[config.mk]
export PLATFORM = sky130hd
export DESIGN_NAME = adccal_regs
export DESIGN_NICKNAME = d
export VERILOG_FILES = /design/src/logic/adccal_pkg.sv /design/src/logic/adccal_regs.sv
export SDC_FILE = /design/constraint.sdc
export NUM_CORES = 1
export LEC_CHECK = 0
export ABC_CLOCK_PERIOD_IN_PS = 3200
export BUFFER_PORTS_ARGS = -buffer_cell sky130_fd_sc_hd__buf_4
export CAP_MARGIN = 20
export CELL_PAD_IN_SITES_DETAIL_PLACEMENT = 0
export CELL_PAD_IN_SITES_GLOBAL_PLACEMENT = 1
export CORE_ASPECT_RATIO = 0.5
export CORE_MARGIN = 4
export CORE_UTILIZATION = 41
export CTS_BUF_LIST = sky130_fd_sc_hd__clkbuf_8 sky130_fd_sc_hd__clkbuf_16
export DETAILED_ROUTE_END_ITERATION = 7
export PLACE_DENSITY_LB_ADDON = 0.1
export SETUP_SLACK_MARGIN = 0.2
export SYNTH_ARGS = -nofsm -noshare
export SYNTH_HDL_FRONTEND = slang
export SYNTH_SLANG_ARGS = --single-unit
[constraint.sdc]
create_clock -name ref_clk -period 3.2 [get_ports ref_clk]
set_input_delay 0.16 -clock ref_clk [delete_from_list [all_inputs] [get_ports ref_clk]]
set_output_delay 0.16 -clock ref_clk [all_outputs]
set_load 0.01 [all_outputs]
[src/logic/adccal_pkg.sv]
// Shared constants and types for the calibration control register block
package adccal_pkg;
   // ==========================================================================
   // Register indices (byte address is four times the index)
   localparam logic [7:0] IDX_RUN  = 8'h61;
   localparam logic [7:0] IDX_MODE = 8'h62;
   localparam logic [7:0] IDX_OREF = 8'h65;
   localparam logic [7:0] IDX_AVG  = 8'h68;
   localparam logic [7:0] IDX_PROG = 8'h6a;
   localparam logic [7:0] IDX_PIN  = 8'h6b;
   localparam logic [7:0] IDX_SWT  = 8'h6c;
   localparam logic [7:0] IDX_IRQS = 8'h70;
   localparam logic [7:0] IDX_IRQM = 8'h71;
   // ==========================================================================
   // Reset values
   localparam logic [7:0] RST_RUN  = 8'h01;
   localparam logic [7:0] RST_MODE = 8'h01;
   localparam logic [7:0] RST_OREF = 8'h01;
   localparam logic [7:0] RST_AVG  = 8'h61;
   localparam logic [7:0] RST_PIN  = 8'h00;
   localparam logic [7:0] RST_SWT  = 8'h01;
   localparam logic [1:0] RST_IRQ  = 2'h0;
   // ==========================================================================
   // Field positions
   localparam int B_RUN   = 0;
   localparam int B_FGSEL = 0;
   localparam int B_BGEN  = 1;
   localparam int B_FGOS  = 2;
   localparam int B_BGOS  = 3;
   localparam int B_OREF  = 2;
   localparam int B_LAVG  = 0;
   localparam int B_OAVG  = 4;
   localparam int B_TSRC  = 0;
   localparam int B_PSEL  = 1;
   localparam int B_SWT   = 0;
   localparam int B_FGDN  = 0;
   localparam int B_STOP  = 1;
   localparam int B_CODE  = 2;
   localparam int IRQ_FG  = 0;
   localparam int IRQ_STP = 1;
   // ==========================================================================
   // Timing: base phase length in cycles, shifted left by the averaging code
   localparam int LIN_BASE_CYC = 16;
   localparam int OS_BASE_CYC  = 8;
   // ==========================================================================
   // Status pin select codes
   localparam logic [1:0] PSEL_FG  = 2'h0;
   localparam logic [1:0] PSEL_STP = 2'h1;
   localparam logic [1:0] PSEL_ALM = 2'h2;
   // ==========================================================================
   // Sequencer states and their reported status codes
   typedef enum logic [5:0] {
      ST_IDLE   = 6'b000001,
      ST_FG_OS  = 6'b000010,
      ST_FG_LIN = 6'b000100,
      ST_BG_RUN = 6'b001000,
      ST_BG_STP = 6'b010000,
      ST_DONE   = 6'b100000
   } adccal_state_t;
   localparam logic [2:0] CODE_IDLE = 3'h0;
   localparam logic [2:0] CODE_FGOS = 3'h1;
   localparam logic [2:0] CODE_FGLN = 3'h2;
   localparam logic [2:0] CODE_BGRN = 3'h3;
   localparam logic [2:0] CODE_BGST = 3'h4;
   localparam logic [2:0] CODE_DONE = 3'h5;
endpackage

[src/logic/adccal_regs.sv]
// Calibration control registers, sequencer, trigger select and status pin
`timescale 1ns/100ps

//Function
// RL1 - Background offset phase runs only with its enable and background enabled.
// RL2 - Foreground offset phase runs only with its enable and foreground selected.
// RL3 - Background enable turns background calibration on or off; off after reset.
// RL4 - Foreground select clear: reset values, skip. Set: reset values, run foreground.
// RL5 - Offset reference select zero targets mid-code; input must carry no offset.
// RL6 - Reference select one matches spare converter; software uses it only with background.
// RL7 - Offset averaging field bits 6:4, reset 6, longer averaging for larger codes.
// RL8 - Linearity averaging field bits 2:0, reset 1, longer averaging for larger codes.
// RL9 - Stopped flag reads one when background halts at a phase, zero on resume.
// RL10 - Without background calibration, stopped sets when foreground finishes or skips.
// RL11 - Foreground complete flag at bit 0; three-bit status code at bits 4:2.
// RL12 - Status pin select: complete flag, stopped flag, alarm, or constant low.
// RL13 - Trigger source zero uses the software bit and ignores the pin.
// RL14 - Trigger source one uses the pin and ignores the software bit.
// RL15 - Software writes reserved fields only with their reset defaults.
// RL16 - Software clears the run bit before changing settings, then sets it again.
// RL17 - Software trigger bit resets to one.
// RL18 - Status register writes are ignored; reads do not clear flags.
module adccal_regs #(
   parameter int LIN_BASE = adccal_pkg::LIN_BASE_CYC,
   parameter int OS_BASE  = adccal_pkg::OS_BASE_CYC
) (
   input  wire logic        ref_clk,              // 125 MHz clock
   input  wire logic        srst,                 // Synchronous reset, active high
   input  wire logic [9:0]  avs_address,          // Byte address
   input  wire logic        avs_read,             // Read request
   input  wire logic        avs_write,            // Write request
   input  wire logic [31:0] avs_writedata,        // Write data
   input  wire logic [3:0]  avs_byteenable,       // Byte enables
   output logic [31:0]      avs_readdata,         // Read data
   output logic             avs_waitrequest,      // Stall request
   input  wire logic        hardware_trigger_pin, // Asynchronous trigger pin
   input  wire logic        alarm_pin,            // Asynchronous alarm summary
   output logic             status_output_pin,    // Selected status
   output logic             irq,                  // Level interrupt
   output logic             cal_trigger,          // Selected calibration trigger
   output logic             cal_values_reset,     // One-cycle pulse at run start
   output logic             fg_offset_active,     // Foreground offset phase
   output logic             lin_cal_active,       // Linearity phase
   output logic             bg_offset_active,     // Background offset phase
   output logic             offset_ref_spare,     // Offset reference from spare
   output logic [2:0]       offset_averaging_depth,   // Offset averaging code
   output logic [2:0]       linearity_averaging_depth // Linearity averaging code
);
   import adccal_pkg::*;

   // Longest phase is the base shifted by seven; it must fit the 12-bit counter
   if (LIN_BASE < 1 || LIN_BASE * 128 > 4095 || OS_BASE < 1 || OS_BASE * 128 > 4095) begin : g_base_chk
      $error("adccal_regs: base phase length out of range");
   end

   typedef struct packed {
      logic [7:0]    run;
      logic [7:0]    mode;
      logic [7:0]    oref;
      logic [7:0]    avg;
      logic [7:0]    pin;
      logic [7:0]    swt;
      logic [1:0]    irqs;
      logic [1:0]    irqm;
      adccal_state_t st;
      logic [11:0]   cnt;
      logic          foreground_complete_flag;
      logic          stopped;
      logic          bg_os;
      logic          vrst;
      logic          ack;
      logic [31:0]   rdata;
      logic [2:0]    trg_s;
      logic          trg_q;
      logic [2:0]    alm_s;
      logic          alm_q;
      logic          spin;
      logic          trig;
   } adccal_reg_t;

   adccal_reg_t s_r;
   adccal_reg_t s_nxt;

   function automatic logic [11:0] phase_len(input int base, input logic [2:0] code);
      logic [11:0] b;
      b = base[11:0];
      return (b << code) - 12'h001;
   endfunction

   logic [7:0] idx;
   logic       wr_go;
   logic       rd_go;
   logic [2:0] code;
   logic       stp_rise;
   logic       fg_rise;

   assign idx   = avs_address[9:2];
   assign wr_go = avs_write & s_r.ack & avs_byteenable[0];
   assign rd_go = avs_read & ~s_r.ack;

   always_comb begin
      case (s_r.st)
         ST_FG_OS:  code = CODE_FGOS;
         ST_FG_LIN: code = CODE_FGLN;
         ST_BG_RUN: code = CODE_BGRN;
         ST_BG_STP: code = CODE_BGST;
         ST_DONE:   code = CODE_DONE;
         default:   code = CODE_IDLE;
      endcase
   end

   // ==========================================================================
   // Next state
   always_comb begin
      s_nxt = s_r;
      s_nxt.vrst = 1'b0;
      // Bus: one wait cycle; read data are latched while waitrequest is high
      s_nxt.ack = (avs_read | avs_write) & ~s_r.ack;
      if (rd_go) begin
         s_nxt.rdata = 32'h0;
         case (idx)
            IDX_RUN:  s_nxt.rdata[7:0] = s_r.run;
            IDX_MODE: s_nxt.rdata[7:0] = s_r.mode;
            IDX_OREF: s_nxt.rdata[7:0] = s_r.oref;
            IDX_AVG:  s_nxt.rdata[7:0] = s_r.avg;
            IDX_PROG: s_nxt.rdata[7:0] = {3'h0, code, s_r.stopped, s_r.foreground_complete_flag}; // see RL11 see RL18
            IDX_PIN:  s_nxt.rdata[7:0] = s_r.pin;
            IDX_SWT:  s_nxt.rdata[7:0] = s_r.swt;
            IDX_IRQS: s_nxt.rdata[7:0] = {6'h0, s_r.irqs};
            IDX_IRQM: s_nxt.rdata[7:0] = {6'h0, s_r.irqm};
            default:  s_nxt.rdata = 32'h0;
         endcase
      end
      // Progress register has no write case here, so writes to it fall away
      if (wr_go) begin
         case (idx)
            IDX_RUN:  s_nxt.run  = avs_writedata[7:0];
            IDX_MODE: s_nxt.mode = avs_writedata[7:0];
            IDX_OREF: s_nxt.oref = avs_writedata[7:0];
            IDX_AVG:  s_nxt.avg  = avs_writedata[7:0];
            IDX_PIN:  s_nxt.pin  = avs_writedata[7:0];
            IDX_SWT:  s_nxt.swt  = avs_writedata[7:0];
            IDX_IRQM: s_nxt.irqm = avs_writedata[1:0];
            default:  s_nxt.irqm = s_r.irqm; // see RL18
         endcase
      end

      // Pin inputs: a change counts once the last two stages agree
      s_nxt.trg_s = {s_r.trg_s[1:0], hardware_trigger_pin};
      if (s_r.trg_s[1] == s_r.trg_s[2]) begin
         s_nxt.trg_q = s_r.trg_s[2];
      end
      s_nxt.alm_s = {s_r.alm_s[1:0], alarm_pin};
      if (s_r.alm_s[1] == s_r.alm_s[2]) begin
         s_nxt.alm_q = s_r.alm_s[2];
      end

      // Trigger source
      if (s_r.pin[B_TSRC]) begin
         s_nxt.trig = s_r.trg_q; // see RL14
      end else begin
         s_nxt.trig = s_r.swt[B_SWT]; // see RL13
      end

      // Status pin
      case (s_r.pin[B_PSEL +: 2])
         PSEL_FG:  s_nxt.spin = s_r.foreground_complete_flag; // see RL12
         PSEL_STP: s_nxt.spin = s_r.stopped;
         PSEL_ALM: s_nxt.spin = s_r.alm_q;
         default:  s_nxt.spin = 1'b0;
      endcase

      // ==========================================================================
      // Sequencer; config is read live, so software must hold it idle to change it
      if (s_r.cnt != 12'h000) begin
         s_nxt.cnt = s_r.cnt - 12'h001;
      end
      case (s_r.st)
         ST_IDLE: begin
            s_nxt.foreground_complete_flag = 1'b0;
            s_nxt.stopped = 1'b0;
            s_nxt.bg_os   = 1'b0;
            if (s_r.run[B_RUN]) begin
               s_nxt.vrst = 1'b1; // see RL4
               if (!s_r.mode[B_FGSEL]) begin
                  s_nxt.foreground_complete_flag = 1'b1; // see RL4
                  s_nxt.st = s_r.mode[B_BGEN] ? ST_BG_RUN : ST_DONE;
                  s_nxt.stopped = ~s_r.mode[B_BGEN]; // see RL10
                  s_nxt.cnt = phase_len(LIN_BASE, s_r.avg[B_LAVG +: 3]);
               end else if (s_r.mode[B_FGOS]) begin
                  s_nxt.st  = ST_FG_OS; // see RL2
                  s_nxt.cnt = phase_len(OS_BASE, s_r.avg[B_OAVG +: 3]); // see RL7
               end else begin
                  s_nxt.st  = ST_FG_LIN;
                  s_nxt.cnt = phase_len(LIN_BASE, s_r.avg[B_LAVG +: 3]); // see RL8
               end
            end
         end
         ST_FG_OS: begin
            if (s_r.cnt == 12'h000) begin
               s_nxt.st  = ST_FG_LIN;
               s_nxt.cnt = phase_len(LIN_BASE, s_r.avg[B_LAVG +: 3]); // see RL8
            end
         end
         ST_FG_LIN: begin
            if (s_r.cnt == 12'h000) begin
               s_nxt.foreground_complete_flag = 1'b1; // see RL11
               s_nxt.cnt = phase_len(LIN_BASE, s_r.avg[B_LAVG +: 3]);
               if (s_r.mode[B_BGEN]) begin
                  s_nxt.st = ST_BG_RUN; // see RL3
               end else begin
                  s_nxt.st = ST_DONE;
                  s_nxt.stopped = 1'b1; // see RL10
               end
            end
         end
         ST_BG_RUN: begin
            // A low trigger asks to halt; honoured only at a phase boundary
            if (!s_r.mode[B_BGEN]) begin
               s_nxt.st = ST_DONE; // see RL3
               s_nxt.bg_os = 1'b0;
               s_nxt.stopped = 1'b1;
            end else if (s_r.cnt == 12'h000) begin
               if (!s_r.trig) begin
                  s_nxt.st = ST_BG_STP;
                  s_nxt.stopped = 1'b1; // see RL9
               end else if (!s_r.bg_os && s_r.mode[B_BGOS]) begin
                  s_nxt.bg_os = 1'b1; // see RL1
                  s_nxt.cnt = phase_len(OS_BASE, s_r.avg[B_OAVG +: 3]); // see RL7
               end else begin
                  s_nxt.bg_os = 1'b0;
                  s_nxt.cnt = phase_len(LIN_BASE, s_r.avg[B_LAVG +: 3]);
               end
            end
         end
         ST_BG_STP: begin
            s_nxt.bg_os = 1'b0;
            if (!s_r.mode[B_BGEN]) begin
               s_nxt.st = ST_DONE;
            end else if (s_r.trig) begin
               s_nxt.st = ST_BG_RUN;
               s_nxt.stopped = 1'b0; // see RL9
               s_nxt.cnt = phase_len(LIN_BASE, s_r.avg[B_LAVG +: 3]);
            end
         end
         ST_DONE: begin
            if (s_r.mode[B_BGEN]) begin
               s_nxt.st = ST_BG_RUN;
               s_nxt.stopped = 1'b0;
               s_nxt.cnt = phase_len(LIN_BASE, s_r.avg[B_LAVG +: 3]);
            end
         end
         default: s_nxt.st = ST_IDLE;
      endcase
      // Clearing the run bit holds everything idle at once
      if (!s_r.run[B_RUN]) begin
         s_nxt.st = ST_IDLE; // see RL16
         s_nxt.cnt = 12'h000;
         // Flags drop with the run bit, so a status read right after it is clean
         s_nxt.foreground_complete_flag = 1'b0;
         s_nxt.stopped = 1'b0;
         s_nxt.bg_os   = 1'b0;
      end

      // Interrupt flags: write one to clear, a new event wins
      if (wr_go && idx == IDX_IRQS) begin
         s_nxt.irqs = s_r.irqs & ~avs_writedata[1:0];
      end
      fg_rise  = s_nxt.foreground_complete_flag & ~s_r.foreground_complete_flag;
      stp_rise = s_nxt.stopped & ~s_r.stopped;
      if (fg_rise) begin
         s_nxt.irqs[IRQ_FG] = 1'b1;
      end
      if (stp_rise) begin
         s_nxt.irqs[IRQ_STP] = 1'b1;
      end
   end

   always_ff @(posedge ref_clk) begin
      if (srst) begin
         s_r       <= '0;
         s_r.run   <= RST_RUN;
         s_r.mode  <= RST_MODE; // see RL3 see RL4
         s_r.oref  <= RST_OREF;
         s_r.avg   <= RST_AVG;  // see RL7 see RL8
         s_r.pin   <= RST_PIN;
         s_r.swt   <= RST_SWT;  // see RL17
         s_r.irqs  <= RST_IRQ;
         s_r.irqm  <= RST_IRQ;
         s_r.st    <= ST_IDLE;
      end else begin
         s_r <= s_nxt;
      end
   end

   // ==========================================================================
   // Outputs
   assign avs_readdata      = s_r.rdata;
   assign avs_waitrequest   = (avs_read | avs_write) & ~s_r.ack;
   assign status_output_pin = s_r.spin;
   assign irq               = |(s_r.irqs & s_r.irqm);
   assign cal_trigger       = s_r.trig;
   assign cal_values_reset  = s_r.vrst;
   assign fg_offset_active  = (s_r.st == ST_FG_OS);
   assign lin_cal_active    = (s_r.st == ST_FG_LIN) | ((s_r.st == ST_BG_RUN) & ~s_r.bg_os);
   assign bg_offset_active  = s_r.bg_os & (s_r.st == ST_BG_RUN);
   // Spare reference only valid with background on; otherwise fall back to mid-code
   assign offset_ref_spare  = s_r.oref[B_OREF] & s_r.mode[B_BGEN]; // see RL5 see RL6
   assign offset_averaging_depth    = s_r.avg[B_OAVG +: 3];
   assign linearity_averaging_depth = s_r.avg[B_LAVG +: 3];
endmodule

* Word level (Yosys, flattened, before mapping)
Cells that the tools add are included.
Storage, ports and cells: register bits after elaboration 93, bits in latches 0, RAM bits 0, ROM bits 0, input bits 52, output and inout bits 47, word-level logic and storage cells 137, memories kept 0
Cells by class: add/subtract/negate cells 3, multipliers 0, div/mod/pow operators 0, magnitude comparators 0, equality and inequality tests 26, shifts and indexed selects 2, multiplexer cells 40, bitwise operators 21, reductions and logical operators 22
Operators by type and width (count):
- 2-to-1 mux 18 bit | 5
- == test 8 x 7 -> 1 bit (second input constant) | 9
- case mux 12 bit (6 select lines) | 1
- case mux 8 bit (9 select lines) | 1
- 2-to-1 mux 12 bit | 5
- case mux 6 bit (6 select lines) | 1
- subtractor 12 x 1 -> 12 bit (second input constant) | 3
- 2-to-1 mux 6 bit | 4
- 2-to-1 mux 20 bit | 1
- 2-to-1 mux 15 bit | 1
- case mux 3 bit (5 select lines) | 1
- AND reduction 2 bit | 7
- zero test 12 bit | 1
- inequality test 3 bit (second input constant) | 4
- nonzero test 12 bit | 1
- left shift 4 x 3 -> 12 bit (first input constant) | 1
- left shift 5 x 3 -> 12 bit (first input constant) | 1
- 2-to-1 mux 1 bit | 11
- bitwise AND 1 bit | 9
- 2-to-1 mux 2 bit | 4
- OR reduction 2 bit | 4
- NOT 1 bit | 7
- == test 6 x 1 -> 1 bit (second input constant) | 1
- == test 6 x 2 -> 1 bit (second input constant) | 1
- other kinds (22) | 30

* Depth between registers and ports, before layout
Gate-level depths: netlist of the first run.
word-level depth 10, depth in mapped cells 12

* Worst setup path before layout of the first run
Ideal clock, no wire load.
path kind reg2reg, from reg s_r[47] (netlist bit), to reg s_r[47] (netlist bit), library setup time 0.091 ns, arrival time 2.523 ns, data required time 3.109 ns, slack 0.586 ns, cell stages (with the launch flop) 13, buffers on the path 2, period minus slack after synthesis 2.614 ns, cell sequence dfxtp_1 > inv_1 > ha_1 > or3b_2 > clkbuf_1 > nor4_4 > inv_2 > buf_6 > ha_1 > nor2_1 > o22ai_1 > nor2_1 > a311oi_1
On the way: cells in the longest elaborated chain, start to end 6
RTL lines:
- from (decl) | RTL line adccal_regs.sv:81 | adccal_reg_t s_r;
- from (signal assigned) | RTL line adccal_regs.sv:292 | s_r <= s_nxt;
- subtractor 12 x 1 -> 12 bit or nonzero test 12 bit (tied branches) | RTL line adccal_regs.sv:176, adccal_regs.sv:175
- 2-to-1 mux 12 bit | RTL line adccal_regs.sv:175 | if (s_r.cnt != 12'h000) begin
- 2-to-1 mux 12 bit | RTL line adccal_regs.sv:224 | if (!s_r.trig) begin
- 2-to-1 mux 18 bit | RTL line adccal_regs.sv:223 | end else if (s_r.cnt == 12'h000) begin
- 2-to-1 mux 12 bit | RTL line adccal_regs.sv:219 | if (!s_r.mode[B_BGEN]) begin
- case mux 12 bit (6 select lines) * | RTL line adccal_regs.sv:178 | case (s_r.st)
Every way passes the cells marked *; elsewhere a longest branch is shown, timed or not. The select of a mux whose other input is x is not followed. A chain may end at the register's enable or synchronous reset.

* Worst setup path in the final report of the first run
Same ends and word-level chain as after synthesis.

==> out/summary.md, run 1 <==
The first global-routing pass estimated 25900 um of wire. The area share of the largest cell type after synthesis is 34.6%, and the post-detailed-route DRC marker count is 0. Across all setup checks in the final design, the least slack found is 599 ps. The tools report the hold violation count in the final report as 0. The floorplan die width was 170 um. The run gives 350 ps as the clock latency at the later pin of the worst-skew pair. The initial antenna violation count was 0. The number of port buffers came out at 45.

The post-detailed-route count of antenna-violating nets is 0, and the antenna diode count is 0. The die is 89.0 um tall. Detailed placement finished with a half-perimeter wire length of 11200 um.

The synthesized design spends more area on one cell type than any other, namely dfxtp_1. For the area of the multi-input gates, the log shows 3070 um^2. The number of buffers and inverters on the critical path is 2. In the post-synthesis netlist, the cell with the most instances is nand2_1.

In the routed layout, each cell is associated on average with a via count of 5.78. The fraction of the cycle the final worst path needs works out to 81.3%. Cell with the biggest individual delay on the critical path: or3b_2.

The fraction of layout cells with a size suffix above 1 was 12.4%. For this run, the slowest stage of the critical path takes 540 ps. The number of warnings reported in the yosys synthesis log came out at 0.

The logs give 5380 um^2 for the post-synthesis instance area and 15100 um^2 for the die outline area. The worst-case clock skew is 6.94 ps, and the signal arrival time at the worst endpoint is 2870 ps. The final setup TNS was 0 ps; the number of H-tree branching levels was 3. Setup violations remaining at the end of the flow were counted as 0. The sort of element at the start of the critical path is a flip-flop. Across every metal layer, demand over resource in global routing totals 21.8%.

STA classifies the critical path endpoint as a flip-flop. STA puts the critical path data required time at 3470 ps. The transition time at the pin with the least slew margin was 901 ps. The critical path goes through inv_1 -> ha_1 -> or3b_2 -> nor4_4 -> inv_2 -> ha_1 -> nor2_1 -> o22ai_1 -> nor2_1 -> a311oi_1. After clock tree synthesis, the flow added hold-fix buffers numbering 0. Yosys attributes the largest share of cell area to dfxtp_1 (35%), nand2_1 (6.8%), buf_4 (5.3%). The starting density of the core was 42.2%; the power density over cell area was 588 nW/um^2. Total power for the finished layout comes to 3.47 mW.

After synthesis, the share of flip-flops with an asynchronous set or reset is 0%. The clock passes through at most 2 buffers. The tools report the maximum number of pins on one net before global-route repair as 58.

Summed over all cells, the static leakage comes to 2.24 nW. Along the worst path, the maximum fanout reaches 19. Total of fill cells in the finished design: 1292.

The worst slew margin relative to its limit came out at 39.8%. Among all flip-flop cells after synthesis, the most frequent one is dfxtp_1. The number of cells on the worst reg-to-reg path is 10. The depth of the worst hold-timing path came out at 2. Counting instances in the post-synthesis netlist gives the leading cell types as nand2_1 (98), dfxtp_1 (93), a21oi_1 (55). The number of global-route vias before repair was 4612; the post-synthesis to final-layout area growth was 9.72%.

At the end of the flow, the number of nets in the layout was 744. The total of flip-flops plus latches after synthesis works out to 93. For this run, the register share of the synthesized area comes to 34.6%. Wires add up to 16200 um. For this block, the initial DRC count from the detailed router was 450.

For the buffer count from post-CTS setup fixing, the log shows 0. The average wire per standard cell came out at 18.7 um. The number of enable-type register cells in the synthesized netlist works out to 0. The number of different library cells used by synthesis comes to 73. The final route contains 5004 vias.

Setup repair after global routing left no endpoint under its margin. TritonCTS built the clock tree. The path class of the tightest hold or removal check is in -> reg.

The cell count after synthesis came out at 691. The flow ran to the end, and the final reports show no timing, DRC or antenna violations. The pre-CTS setup slack is 619 ps.

The logs give 0 for the remaining global-route overflow and 0.402 mV for the worst supply voltage drop on vdd. The combined flip-flop and latch cell area came out at 1860 um^2. A synthesized cell averages 7.78 um^2. The run gives 0 as the max-cap check violation count.

The max-slew violation total from the final report is 0, and the number of core rows is 29. The critical path in this run is classified as reg -> reg. The kind of cell with the highest combined delay along the critical path is simple AND/OR/NAND/NOR gates. TritonCTS created 9 clock buffers. The core area is 12700 um^2.

The number of resized instances in the post-cts repair step is 0, and the post-route minimum period is 2600 ps. The total number of clock tree sinks came out at 93. During I/O placement, the number of pins put on the boundary was 99. The congestion estimate from routability-driven global placement came to 0.837. Clock-pin slew was measured on the worst setup and hold paths at 70 ps.

The number of iterations in the first detailed-routing pass was 5. The tools report the library cell used as clock root buffer as clkbuf_16. The critical path runs through a total of 10 cells. The upper clock frequency limit was 0.385 GHz.
-- worst register-to-register path: stages (launching register included) --
cell and delay (ps):
dfxtp_1 360, inv_1 70, ha_1 190, or3b_2 540, nor4_4 270, inv_2 220
ha_1 370, nor2_1 60, o22ai_1 140, nor2_1 60, a311oi_1 260
-- cell families after synthesis --
kind of cell	Yosys count	synth area share, %
fa+ha+maj	2	0.465
xor+xnor	6	0.977
buf+inv	101	9.89
other cells	1	0.0697
compound gates	171	21.4
simple gates	296	28.6
mux	21	3.98
flops	93	34.6
-- power by group --
part	internal, mW	switching, mW
sequential	1.24	0.113
combinational	0.378	0.606
clock	0.621	0.514
total	2.23	1.23
-- area by class of cell --
type	instances	share of cell area (%)
Clock inverter	7	1.36
Clock buffer	9	3.82
Timing Repair Buffer	54	6.87
Multi-Input combinational cell	520	52.0
Inverter	12	0.763
Tap cell	170	3.60
Sequential cell	93	31.5
-- flip-flops by register name, indices dropped and copies added (netlist names) --
name and flops:
s_r 72, avs_readdata 8, s_nxt 4, linearity_averaging_depth 3, offset_averaging_depth 3, cal_trigger 1
cal_values_reset 1, status_output_pin 1
-- per-stage QoR --
stage | instance area [um^2] | std cells | util [%] | hold WS (ps)
global placement | 5600 | 849 | 43.9 | 372
detailed placement | 5600 | 849 | 43.9 | 375
finish | 5900 | 865 | 46.3 | 12.4
global route | 5900 | 865 | 46.3 | 34.3
floorplan | 5470 | 714 | - | 285
CTS | 5900 | 865 | 46.3 | 6.23
-- path summary, 6_finish.rpt --
check	slack [ps]	startpoint	end
min reg2reg	440	s_nxt[4]	s_nxt[5]
max reg2reg	600	s_r[47]	s_r[47]
min	10	hardware_trigger_pin	s_nxt[8]
max	600	s_r[47]	s_r[47]
-- cell usage in the layout (no fill, tap or decap), types with 7 or more instances in the layout --
master and instances:
inv_1 12, and2_1 7, a21oi_1 55, a22o_1 13, o211ai_1 8, conb_1 24
or3_1 10, buf_4 54, nor2_1 38, o21ai_0 21, a31oi_1 10, nor2b_1 17
mux2i_1 18, nand2b_1 7, nor3_1 13, a22oi_1 8, nand2_1 98, nor4_1 12
nand4_1 8, nand3_1 46, dfxtp_1 93, clkbuf_16 9
-- routing by layer --
metal,routed length [um],vias to the layer above,track usage (%)
met1,7990,2386,31.1
li1,-,2444,-
met4,276,0,6.09
met3,887,23,4.46
met5,0,-,0
met2,7040,151,33.7
(Power assumes the default switching activity.)
==> run 2: changes to the inputs <==
Settings changed: ABC_AREA from default to 1, ABC_CLOCK_PERIOD_IN_PS 3200 to 2600, CORE_UTILIZATION 41 to 40.
Clock period 3.2 ns to 2.6 ns, I/O delays scaled along.
==> run 2 against run 1 <==
Compared with the run above:
- sequential share of layout area shrank 0.83 points
- synthesized area increased by 0.63%
- routed wire length decreased by 6.6%
- non-clock buffer count fell by 1
- sequential power rose by 16%
- largest power group unchanged
- critical path depth is the same
==> out/summary.md, run 2 <==
The flow ran to the end, and the final reports show no timing, DRC or antenna violations. Post-synthesis sequential area ratio: 34.4%. The top cell family by delay on the critical path was simple AND/OR/NAND/NOR gates. At the worst endpoint, the required time is 2840 ps.

Across the VDD grid, the largest voltage drop is 0.292 mV. The run gives 0 as the max-slew violation total from the final report. The largest area contributor in the synthesized netlist was dfxtp_1. For this design the static power due to leakage is 2.76 nW. The number of resized instances in the post-cts repair step is 0. Area share of the largest cell type after synthesis: 34.4%. The library cell used most frequently in the layout, excluding fill and tap cells, is nand2_1.

After detailed placement, the design holds a cell count of 984. Number of library cell types mapped by synthesis: 45. STA classifies the critical path endpoint as a flip-flop. The combined flip-flop and latch cell area was 1860 um^2; the post-detailed-route count of antenna-violating nets was 0. The number of global-route vias before repair was 4697; the number of H-tree branching levels was 3. Ranked by instance count, the synthesized netlist is headed by nand2_1 (126), nor2_1 (104), dfxtp_1 (93). The run gives 41.8% as the starting density of the core.

STA classifies the critical path startpoint as a flip-flop. The final route contains 5000 vias. The post-route minimum period is 2050 ps. The logs give 1375 for the total of fill cells in the finished design and 382 for the number of design-rule violations left by the first detailed-router iteration. For this design, the slowest cell found on the critical path is dfxtp_1.

Among all flip-flop cells after synthesis, the most frequent one is dfxtp_1. The clock reaches the later pin of the worst-skew pair after 350 ps. The pre-antenna-repair detailed-routing pass consisted of 5 iterations. The run gives 0 as the number of warnings reported in the yosys synthesis log. Setup repair after global routing left no endpoint under its margin. The total of hold buffers inserted after clock tree synthesis was 2.

The run gives 0 as the buffer count from post-CTS setup fixing. Dividing the final minimum period by the clock period gives 78.9%. The floorplan has 29 rows. TritonCTS built the clock tree. Post-route standard cell area excluding fillers: 6060 um^2. The tree is rooted in a clkbuf_16. Using the TritonRoute via totals, the vias-per-cell ratio works out to 5.00. In this run the power density over the cells is 644 nW/um^2. Clock skew on the completed layout was measured at 7.25 ps. Sorting the synthesized cells by area gives the leading types as dfxtp_1 (34%), nand2_1 (8.7%), o21ai_0 (7.2%). The weighted congestion reported at the end of routability-driven placement came out at 0.859.

The vertical die dimension is 90.3 um, and the post-synthesis instance area is 5410 um^2. Timing analysis after detailed placement gives a worst setup slack of 558 ps. The signal on the critical path passes through inv_1 -> ha_1 -> nand2_2 -> nor2_4 -> nand2_4 -> ha_1 -> o21ai_0 -> nand3_1 -> nor3b_1 -> a21oi_1. The floorplan step defined a core boundary enclosing 13000 um^2. The most used cell along the critical path is ha_1. The number of standard cells in the final layout excluding fillers is 1001, and the maximum fanout encountered on the critical timing path is 6. The max-cap check violation count came out at 0. Of all flip-flops after synthesis, the portion carrying an async set or reset was 0%. The post-route worst hold slack came out at 64.0 ps.

The number of buffer and inverter instances along the worst setup path was 1. Entering global routing, the biggest net connects 39 pins. From left edge to right edge, the die measures 173 um. The run gives 93 as the total number of clock tree sinks. No sink is reached through more buffers than the 2 on the longest clock path. The average wire per standard cell was 15.1 um; the number of standard cells after synthesis was 795. The half-perimeter wire length of the detailed placement result came out at 11400 um.

The path category of the worst min-delay check is in -> reg. The number of buffers inserted during clock tree synthesis is 9. The largest single stage delay on the critical path is 310 ps. Data on the critical path arrives at its endpoint at 2290 ps.

The run gives 0 as the initial antenna violation count. Final setup TNS: 0 ps. The layout net count is 881.

After global routing the overflow that remains totals 0. In the final layout, the multi-input gates occupy 2850 um^2. The fraction of layout cells with a size suffix above 1 came out at 16.6%.

For this run, the top clock speed supported by timing is 0.487 GHz. The most common cell in the synthesized netlist is nand2_1. The total of flip-flops plus latches after synthesis came out at 93. s_r holds more flip-flops than any other register. The number of I/O pins was 99. The number of flip-flops under the largest register name is 72, and the number of port buffers is 45. Across every metal layer, demand over resource in global routing totals 19.4%. The clock-pin slew of the registers on the worst-case setup and hold paths was 70 ps; the post-detailed-route DRC marker count was 0. Relative to the synthesized area, the layout overhead comes to 12.0%. The routed design has 15100 um of wire.

Hold violation count in the final report: 0. In the post-route analysis, the smallest setup slack over all paths is 549 ps. The antenna diode count is 0, and the number of enable-type register cells in the synthesized netlist is 0. The cell area reported after detailed placement came out at 5720 um^2. The critical path is of the reg -> reg type.

The die outline area is 15600 um^2, and the first-pass GRT wire length is 24900 um. Setup violations remaining at the end of the flow were counted as 0. After synthesis, the mean cell area works out to 6.81 um^2. The library cells used most frequently in the layout, excluding fill and tap cells, are nand2_1 (126), nor2_1 (104), dfxtp_1 (93).
## run 2: cell types whose count changed in the layout (fill, tap and decap cells not counted), sizes merged, moves of 7 or more
| cell | previous run | this run |
|---|---|---|
| a31oi | 10 | 3 |
| nor2 | 38 | 124 |
| mux2i | 18 | 0 |
| nand3 | 46 | 67 |
| nor2b | 17 | 0 |
| nand2 | 98 | 146 |
| o21ai | 22 | 82 |
| or3 | 10 | 0 |
| inv | 18 | 109 |
| nor4 | 15 | 2 |
| nand2b | 7 | 0 |
| a22o | 13 | 1 |
## run 2: tightest hold or removal path, delay by kind of cell
kind                   cells  cell delay (ps)
AND/OR/NAND/NOR            2              150
buffers and inverters      1               80
## run 2: metal layers
layer	track usage (%)	wire length [um]	up-vias
met5	0	0	-
met4	3.32	98	0
met3	3.47	659	8
met2	30.1	6390	119
met1	28.6	7970	2276
li1	-	-	2597
## run 2: kinds of logic (layout without fill, tap and decap cells)
logic type | after synthesis | after routing | share of synthesized area, %
flip-flops | 93 | 93 | 34.4
adder cells (fa/ha/maj) | 2 | 2 | 0.462
other | 1 | 24 | 0.0693
buffers and inverters | 163 | 176 | 14.5
AO/OA/AOI/OAI | 163 | 163 | 16.2
AND/OR/NAND/NOR | 369 | 369 | 33.8
XOR/XNOR | 4 | 4 | 0.647
## run 2: layout make-up
| type | count | area share, % |
|---|---|---|
| clock buffer | 9 | 3.72 |
| tap | 170 | 3.51 |
| multi-input combinational | 562 | 47.1 |
| timing repair buffer | 53 | 6.65 |
| sequential | 93 | 30.7 |
| inverter | 108 | 6.77 |
| clock inverter | 6 | 1.57 |
## run 2: final timing paths
kind	start	to	slack, ps	cells past startpoint
min	avs_read	s_r[42]	60	3
max	s_r[47]	s_r[47]	550	10
min reg2reg	s_nxt[8]	s_nxt[9]	400	2
max reg2reg	s_r[47]	s_r[47]	550	10
## run 2: where the power goes
group          internal, mW  switching [mW]
clock network         0.848           0.607
logic                 0.285           0.591
registers              1.50          0.0656
total                  2.64            1.26
## run 2: stage by stage
step	util (%)	power [mW]
after floorplan	-	2.26
after global placement	44.2	2.47
after detailed placement	44.2	2.47
after CTS	46.8	3.94
after global routing	46.8	4.11
final	46.8	3.90
